### src/gdrv_defs.svh
// timing and configuration constants for the gate driver controller
`ifndef GDRV_DEFS_SVH
`define GDRV_DEFS_SVH
`define CLK_PERIOD_NS 8
`define FAULT_PULSE_MIN_NS 3000
`define FAULT_PULSE_CYC ((`FAULT_PULSE_MIN_NS + `CLK_PERIOD_NS - 1) / `CLK_PERIOD_NS)
`define CLR_PULSE_CYC_W 10
`define CLR_PULSE_CYC 10'h177
`define CNT_ZERO 10'h000
`define CNT_ONE 10'h001
`define NUM_DRIVERS 6
`endif

### src/gdrv_pkg.sv
// types for the gate driver controller
package gdrv_pkg;
  typedef enum logic [3:0] {
    ST_RUN = 4'h1,
    ST_FAULT = 4'h2,
    ST_SAFE = 4'h4,
    ST_CLEAR = 4'h8
  } ctl_state_t;
endpackage

### src/gate_driver_fault_latch.sv
// controller that commands an isolated gate driver and recovers its fault latch
`timescale 1ns/1ps
`include "gdrv_defs.svh"
// Summary of operation
// - noninverting use: inverting input held low, noninverting toggled
// - inverting use: noninverting input high unless the fault line is low, inverting toggled
// - poll fault line, pull latch-clear low separately to recover driver
// - inverting use may feed the fault line back to noninverting input
// - shared wired-OR fault line low disables the one driver command
// - auto-reset: latch-clear follows the command, low phase clears latch
// - manual recovery: command inputs set to gate-off before latch-clear is pulled low
module gate_driver_fault_latch
  import gdrv_pkg::*;
(
  input wire logic i_ref_clk,
  input wire logic i_rst_n,
  input wire logic i_pwm,
  input wire logic i_invert_mode,
  input wire logic i_auto_reset,
  input wire logic i_fault_ack,
  input wire logic i_fault_n,
  output logic o_cmd_noninverting_in,
  output logic o_cmd_inverting_in,
  output logic o_latch_clear_n,
  output logic o_fault_seen,
  output logic o_fault_state,
  output logic o_fault_pulse_short
);
  logic rst_meta_reg;
  logic rst_sync_reg;
  logic rst_n;
  logic fault_sync;
  logic fault_now;

  always_ff @(posedge i_ref_clk or negedge i_rst_n) begin
    if (!i_rst_n) begin
      rst_meta_reg <= 1'b0;
      rst_sync_reg <= 1'b0;
    end else begin
      rst_meta_reg <= 1'b1;
      rst_sync_reg <= rst_meta_reg;
    end
  end
  assign rst_n = rst_sync_reg;

  // fault line from the device pin, inverted to active high before sync
  sync2 u_fault_sync (
    .i_ref_clk(i_ref_clk),
    .i_rst_n(rst_n),
    .i_d(~i_fault_n),
    .o_q(fault_sync)
  );
  assign fault_now = fault_sync;

  ctl_state_t state_reg;
  ctl_state_t state_next;
  logic [`CLR_PULSE_CYC_W-1:0] cnt_reg;
  logic [`CLR_PULSE_CYC_W-1:0] cnt_next;
  logic [`CLR_PULSE_CYC_W-1:0] low_cnt_reg;
  logic [`CLR_PULSE_CYC_W-1:0] low_cnt_next;
  logic gate_on_reg;
  logic gate_on_next;
  logic clr_n_reg;
  logic clr_n_next;
  logic seen_reg;
  logic seen_next;
  logic short_reg;
  logic short_next;
  logic nin_reg;
  logic nin_next;
  logic inv_reg;
  logic inv_next;

  always_comb begin
    state_next = state_reg;
    cnt_next = cnt_reg;
    gate_on_next = gate_on_reg;
    clr_n_next = 1'b1;
    seen_next = seen_reg;
    case (state_reg)
      ST_RUN: begin
        gate_on_next = i_pwm;
        if (fault_now) begin
          gate_on_next = 1'b0;
          seen_next = 1'b1;
          state_next = i_auto_reset ? ST_RUN : ST_FAULT;
        end
        if (i_auto_reset) begin
          clr_n_next = gate_on_next;
        end
      end
      ST_FAULT: begin
        gate_on_next = 1'b0;
        if (i_fault_ack) begin
          cnt_next = `CNT_ZERO;
          state_next = ST_SAFE;
        end
      end
      ST_SAFE: begin
        gate_on_next = 1'b0;
        cnt_next = `CLR_PULSE_CYC;
        state_next = ST_CLEAR;
      end
      ST_CLEAR: begin
        gate_on_next = 1'b0;
        clr_n_next = 1'b0;
        cnt_next = cnt_reg - `CNT_ONE;
        if (cnt_reg == `CNT_ZERO) begin
          clr_n_next = 1'b1;
          state_next = ST_RUN;
        end
      end
      default: begin
        state_next = ST_RUN;
        gate_on_next = 1'b0;
      end
    endcase
    if (i_fault_ack && state_reg != ST_FAULT) begin
      seen_next = 1'b0;
    end
    if (fault_now) begin
      seen_next = 1'b1;
    end
  end

  // measures device fault pulse width in auto-reset mode
  always_comb begin
    low_cnt_next = low_cnt_reg;
    short_next = short_reg;
    // ack clears first so a short pulse in the same cycle still sets
    if (i_fault_ack) begin
      short_next = 1'b0;
    end
    if (fault_now) begin
      if (low_cnt_reg != `CLR_PULSE_CYC) begin
        low_cnt_next = low_cnt_reg + `CNT_ONE;
      end
    end else begin
      low_cnt_next = `CNT_ZERO;
      if (i_auto_reset && low_cnt_reg != `CNT_ZERO &&
          low_cnt_reg < `CLR_PULSE_CYC) begin
        short_next = 1'b1;
      end
    end
  end

  // pin encoding of the gate command
  always_comb begin
    if (i_invert_mode) begin
      nin_next = ~fault_now;
      inv_next = ~gate_on_next;
    end else begin
      nin_next = gate_on_next;
      inv_next = 1'b0;
    end
  end

  always_ff @(posedge i_ref_clk or negedge rst_n) begin
    if (!rst_n) begin
      state_reg <= ST_RUN;
      cnt_reg <= `CNT_ZERO;
      low_cnt_reg <= `CNT_ZERO;
      gate_on_reg <= 1'b0;
      clr_n_reg <= 1'b1;
      seen_reg <= 1'b0;
      short_reg <= 1'b0;
      nin_reg <= 1'b0;
      inv_reg <= 1'b0;
    end else begin
      state_reg <= state_next;
      cnt_reg <= cnt_next;
      low_cnt_reg <= low_cnt_next;
      gate_on_reg <= gate_on_next;
      clr_n_reg <= clr_n_next;
      seen_reg <= seen_next;
      short_reg <= short_next;
      nin_reg <= nin_next;
      inv_reg <= inv_next;
    end
  end

  assign o_cmd_noninverting_in = nin_reg;
  assign o_cmd_inverting_in = inv_reg;
  assign o_latch_clear_n = clr_n_reg;
  assign o_fault_seen = seen_reg;
  assign o_fault_state = (state_reg != ST_RUN);
  assign o_fault_pulse_short = short_reg;
endmodule

### src/sync2.sv
// two-flop synchroniser for one level
`timescale 1ns/1ps
module sync2 (
  input wire logic i_ref_clk,
  input wire logic i_rst_n,
  input wire logic i_d,
  output logic o_q
);
  logic meta_reg;
  logic q_reg;
  always_ff @(posedge i_ref_clk or negedge i_rst_n) begin
    if (!i_rst_n) begin
      meta_reg <= 1'b0;
      q_reg <= 1'b0;
    end else begin
      meta_reg <= i_d;
      q_reg <= meta_reg;
    end
  end
  assign o_q = q_reg;
endmodule

### config.mk
export PLATFORM = sky130hd
export DESIGN_NAME = gate_driver_fault_latch
export DESIGN_NICKNAME = d
export VERILOG_FILES = /design/src/gdrv_pkg.sv /design/src/gate_driver_fault_latch.sv /design/src/sync2.sv
export VERILOG_INCLUDE_DIRS = /design/src
export SDC_FILE = /design/constraint.sdc
export NUM_CORES = 1
export LEC_CHECK = 0
export BUFFER_PORTS_ARGS = -buffer_cell sky130_fd_sc_hd__buf_2
export CAP_MARGIN = 0
export CORE_UTILIZATION = 40
export DETAILED_ROUTE_END_ITERATION = 6
export PLACE_DENSITY_LB_ADDON = 0.05
export RECOVER_POWER = 50
export SYNTH_ARGS = -nofsm -noshare
export SYNTH_HDL_FRONTEND = slang
export SYNTH_HIERARCHICAL = 1
export SYNTH_SLANG_ARGS = --single-unit
### constraint.sdc
create_clock -name i_ref_clk -period 1.32 [get_ports i_ref_clk]
set_input_delay 0.132 -clock i_ref_clk [delete_from_list [all_inputs] [get_ports i_ref_clk]]
set_output_delay 0.132 -clock i_ref_clk [all_outputs]
set_load 0.05 [all_outputs]
== Word level (Yosys, flattened, before mapping) ==
Cells that the tools add are included.

* Order comparisons: 1
* Bitwise operators: 3
* Shifts and indexed selects: 0
* Eq/ne operators: 11
* Divide/modulo/power cells: 0
* Multiply operators: 0
* Add/subtract/negate cells: 2
* Reduce and logical (&&, ||, !) cells: 9
* Mux-type cells: 21

{| class="wikitable"
|+ Operators with widths
! cell !! number
|-
| 2-to-1 mux 10 bit || 3
|-
| case mux 10 bit (3 select lines) || 1
|-
| case mux 4 bit (4 select lines) || 1
|-
| 2-to-1 mux 4 bit || 3
|-
| 2-to-1 mux 1 bit || 11
|-
| adder 10 x 1 -> 10 bit, second input constant || 1
|-
| zero test 10 bit || 1
|-
| < comparator 10 x 9 -> 1 bit, second input constant || 1
|-
| != test 10 x 9 -> 1 bit, second input constant || 1
|-
| nonzero test 10 bit || 1
|-
| subtractor 10 x 1 -> 10 bit, second input constant || 1
|-
| != test 2 bit, second input constant || 3
|-
| equality test 4 x 1 -> 1 bit, second input constant || 1
|-
| equality test 4 x 2 -> 1 bit, second input constant || 1
|-
| equality test 4 x 3 -> 1 bit, second input constant || 1
|-
| equality test 4 bit, second input constant || 1
|-
| != test 4 x 1 -> 1 bit, second input constant || 1
|-
| != test 4 x 2 -> 1 bit, second input constant || 1
|-
| logical AND 1 bit || 3
|-
| inverter 1 bit || 3
|-
| AND reduction 3 bit || 1
|-
| nonzero test 3 bit || 1
|-
| 2-to-1 mux 2 bit || 1
|-
| != test 2 x 1 -> 1 bit, second input constant || 1
|-
| 3 further kinds || 3
|}

* Bits in read-only memories: 0
* Bits in latches: 0
* Logic and storage cells: 59
* Flip-flop bits (word level): 33
* Memories: 0
* Input port bits: 7
* Output and inout bits: 6
* Bits in writable memories: 0

== Logic depth before layout (Yosys ltp) ==
* Word-level depth: 5
* Mapped depth: 7
* Depth with buffers taken out: 6

== Hierarchy ==
Netlist, hierarchy kept.

{| class="wikitable"
|+ By module, submodules not included
! module !! area each (µm²) !! cells each !! seq. area each (µm²) !! instances
|-
| gate_driver_fault_latch || 1,621.6 || 170 || 778.2 || 1
|-
| sync2 || 50.0 || 2 || 50.0 || 1
|}

== Worst setup path before layout ==
OpenSTA, ideal clock, no wires.

* Kind: flip-flop to flip-flop
* Start: register state_reg[0]
* End: register inv_reg (netlist: o_cmd_inverting_in)
* Data required time: 1,201 ps
* Path buffers: 0
* Period minus slack after synthesis: 1,657 ps
* Setup slack: -337 ps
* Stages on the path, launching flop included: 5
* Library setup time: 119 ps
* Arrival time: 1,538 ps
* Path through: dfstp_2 > inv_1 > nor4_1 > inv_1 > o21a_1

* Cells in the longest elaborated chain, start to end: 4

{| class="wikitable"
|+ RTL lines
! element !! line !! RTL
|-
| from (decl) || gate_driver_fault_latch.sv:55 || <nowiki>ctl_state_t state_reg;</nowiki>
|-
| from (signal assigned) || gate_driver_fault_latch.sv:170 || <nowiki>state_reg <= state_next;</nowiki>
|-
| equality test 4 x 1 -> 1 bit || gate_driver_fault_latch.sv:80 || <nowiki>case (state_reg)</nowiki>
|-
| 2-to-1 mux 1 bit || gate_driver_fault_latch.sv:80 ||
|-
| inverter 1 bit || gate_driver_fault_latch.sv:151 || <nowiki>inv_next = ~gate_on_next;</nowiki>
|-
| 2-to-1 mux 1 bit || gate_driver_fault_latch.sv:149 || <nowiki>if (i_invert_mode) begin</nowiki>
|-
| net inv_next || gate_driver_fault_latch.sv:72 || <nowiki>logic inv_next;</nowiki>
|-
| to (signal assigned) || gate_driver_fault_latch.sv:178 || <nowiki>inv_reg <= inv_next;</nowiki>
|-
| to (decl) || gate_driver_fault_latch.sv:71 || <nowiki>logic inv_reg;</nowiki>
|}

The timed path passes the listed nets, and every way through them passes these cells.
A chain may end at the register's enable or synchronous reset.

== Worst setup path after layout ==
* Start: register state_reg[1]
* End: register cnt_reg[8]

* Cells in the longest elaborated chain, start to end: 3
* Elaborated cells on any way between the ends: 7
* Classes of those cells: eq/ne: 4; mux: 1; reduce/logical: 2

{| class="wikitable"
|+ RTL lines
! element !! line !! RTL
|-
| equality test 4 x 2 -> 1 bit (tied with other cells) || gate_driver_fault_latch.sv:80 ||
|-
| != test 2 bit (no line) / nonzero test 3 bit (equally long branches) || - ||
|-
| AND reduction 2 bit (no line) || - ||
|-
| to (signal assigned) || gate_driver_fault_latch.sv:161 || <nowiki>cnt_reg <= `CNT_ZERO;</nowiki>
|-
| to (signal assigned) || gate_driver_fault_latch.sv:171 || <nowiki>cnt_reg <= cnt_next;</nowiki>
|-
| to (decl) || gate_driver_fault_latch.sv:57 || <nowiki>logic [`CLR_PULSE_CYC_W-1:0] cnt_reg;</nowiki>
|}

Parallel ways exist; a longest one is shown, timed or not.

==> results.md <==
- Status: finished with violations
- Failing checks: negative setup slack
- Hold path startpoint: i_auto_reset
- Crit end category: flip-flop
- Layout cells sized above 1: between 40 and 50%
- Post-synth ARST share: 100%
- Die Width: between 60 and 70 µm
- Fill cells: 346
- Synth top area cells: dfrtp_1 46%, inv_1 3.4%, dfstp_2 3.1%, ha_1 3.0%, o21ai_0 3.0%
- Number of global-route vias before repair: between 1000 and 1500
- Tot Pwr: 0.00430 W
- Cells after Synth: 172
- Synth area leader: dfrtp_1
- Clk_lat worst skew: approximately 0.28 ns
- Worst EP required: between 1.5 and 2 ns
- Final Cycle Share: 119%
- Sw Share: between 30% and 40%
- Worst slew pin tran: about 0.64 ns
- CTS tree: yes
- Max-capacitance violation count: 0
- H-tree depth: 2
- Row cnt: 23
- Hpwl dp: about 2.8 mm
- VDD IR max: approximately 0.9 mV
- Worst hold path cell count: 2
- WP data arrival: 1.75 ns
- Syn_area_per_cell: just under 10 µm²
- Warnings, synthesis: 6
- Nets: about 240
- Routed WL: approximately 4 mm
- Switching power: 0.00165 W
- Clk slew on worst S/H paths: 0.07 ns
- Reg2reg start: state_reg[1]$_DFFE_PN0P_
- Leak Pwr: 1.12 nW
- Slew Limit Headroom: between 50 and 60%
- First-pass GRT wire length: 6.33 mm
- Wire per inst: approximately 14 µm
- Number of I/O pins: 13
- Die Span Y: 66.6 µm
- Sequential fraction of design power: 33.1%
- Clock Tree Buf Depth: 2
- Count leader, synth: dfrtp_1
- Final Setup Violations: 21
- CP Launch Type: flip-flop
- Pins Over Slew Limit: 0
- Clock power share: 19.6%
- Root Buffer Master: clkbuf_8
- Crit path launch: state_reg[1]$_DFFE_PN0P_
- PD cells: between 1500 and 2000 nW/µm²
- Int Pwr: around 0.0026 W
- Initial antenna violation count: 0
- Post-synth top flop: dfrtp_1
- Congestion Overflow GR: 0
- TritonCTS buffer count: 5
- I/O Buffers: 12
- Post-synth top cells: 31 x dfrtp_1, 15 x inv_1, 13 x nand2_1, 12 x nor2_1, 10 x o21ai_0
- Drt drc: 0
- DP Worst Slack: -0.233 ns
- Die area: ~4400 µm²
- Core area: approximately 4000 µm²
- WS Path Type: flip-flop to flip-flop
- Placer's final routability congestion estimate: 0.759
- Ant diodes: 0
- Tot GR Track Use: 19.3%
- CTS sink cnt: 33
- Area grow syn2layout: 50.1%
- Vias per cell: ~5.2
- Mapped cell area: between 1500 and 2000 µm²
- Top-area cell type share of the netlist area: 46.4%
- Total number of vias: 1489
- Largest net degree at the start of global routing: 21
- Post-synth EDFFs: 0
- Starting Density: between 40% and 50%
- RSZ-0062 raised after global routing: yes
- Number of routed nets with antenna violations: 0
- Worst reg2reg path depth: 5
- Sequential-to-total area share from yosys stat: slightly below 50%
- Net Count, Synth: between 150 and 200
- Max Fclk: ~640 MHz
- Tmin final: approximately 1.6 ns
- Drt pass-1 iters: 4
- HP Class: input pin to flip-flop
- Iteration-0 DRC Markers: slightly above 50
- Final Skew: just under 0.007 ns
- Post-route setup slack: -0.247 ns
- Crit-path max FO: 6
- Combinational power share: a little under half
- Fin. Hold Viols: 0
- Seq cells post-synth: 33
- Yosys cell types: 49
-- kinds of logic after synthesis --
logic type	synth area share (%)
AND/OR/NAND/NOR	21.3
AO/OA/AOI/OAI	16.8
flip-flops	49.6
buffers and inverters	5.39
XOR/XNOR	3.14
adder cells (fa/ha/maj)	2.99
other	0.224
multiplexers	0.599
-- power by group through the flow --
stage                     Combinational [W]  Sequential (W)  Clock [W]
after floorplan                    0.000735         0.00151          0
after global placement              0.00146         0.00140          0
after detailed placement            0.00151         0.00141          0
after CTS                           0.00168         0.00142   0.000869
after global routing                0.00219         0.00144   0.000909
final                               0.00203         0.00142   0.000843
-- per-stage QoR --
step / instance area (µm²) / instances / utilization (%) / setup TNS (ns) / hold WS (ns)
floorplan: 1700 / 172 / - / -2.39 / -0.164
global placement: 2070 / 265 / 51.7 / -2.00 / -0.0842
detailed placement: 2070 / 265 / 51.7 / -2.55 / -0.0826
CTS: 2300 / 280 / 57.5 / -2.69 / 0.00495
global route: 2510 / 284 / 62.7 / -4.48 / 0.0225
finish: 2510 / 284 / 62.7 / -3.10 / 0.0184
-- per-layer routing --
metal	up-vias	wire, µm	GRT usage (%)
li1	729	-	-
met1	727	1730	21.9
met2	22	2150	34.2
met3	11	80	3.60
met4	0	76	9.57
met5	-	0	0
-- critical path, cell delays in order (launching register included) --
cell and delay, ns:
dfrtp_1 0.43, or4b_4 0.58, buf_8 0.17, a31oi_2 0.13, o21ai_1 0.09, o311ai_2 0.07
-- repair_timing --
action | in CTS | in global routing
endpoints found under the setup margin | 23 | 25
gates cloned | 0 | 1
resized for setup | 23 | 35
hold buffers | 2 | 0
setup buffers | 7 | 3
pin swaps | 9 | 17
endpoints found under the hold margin | 3 | 0
-- cell usage in the layout, fill, tap and decap left out, types with 2 or more instances in the layout --
cell type / Yosys / final
a21boi_1: 1 / 2
a21oi_2: 0 / 5
and2_1: 5 / 5
buf_2: 3 / 10
buf_4: 0 / 33
buf_6: 1 / 9
buf_8: 0 / 2
clkbuf_1: 1 / 2
clkbuf_8: 0 / 7
dfrtp_1: 31 / 30
dfstp_2: 2 / 2
dlygate4sd3_1: 0 / 2
ha_1: 4 / 3
inv_1: 15 / 13
nand2_1: 13 / 12
nand2b_1: 2 / 2
nand3_1: 4 / 3
nor2_1: 12 / 11
nor2b_1: 3 / 3
nor3_1: 4 / 3
nor4_4: 1 / 3
o211ai_1: 4 / 4
o21ai_0: 10 / 4
o21ai_1: 4 / 6
o21ai_2: 0 / 4
o311ai_2: 0 / 4
o31ai_2: 0 / 2
or3_1: 3 / 2
or4_4: 0 / 2
xnor2_1: 4 / 4
xor2_1: 2 / 2
-- final timing paths --
path / slack, ns / endpoint
max reg2reg: -0.25 / cnt_reg[8]$_DFFE_PN0P_
max in group asynchronous: 0.51 / state_reg[3]$_DFFE_PN0P_
min in group asynchronous: 0.15 / rst_meta_reg$_DFF_PN0_
min reg2reg: 0.33 / u_fault_sync/meta_reg$_DFF_PN0_
min: 0.02 / o_latch_clear_n$_DFF_PN1_
max: -0.25 / cnt_reg[8]$_DFFE_PN0P_
-- area by class of cell --
cell class	count	area (µm²)	area share (%)
multi-input cells	118	968	38.6
clock buffers	7	96.3	3.84
flip-flops and latches	33	830	33.1
clock inverters	1	5.00	0.199
repair buffers	60	487	19.4
inverters	15	61.3	2.44
well taps	50	62.6	2.49
(Power assumes the default switching activity.)
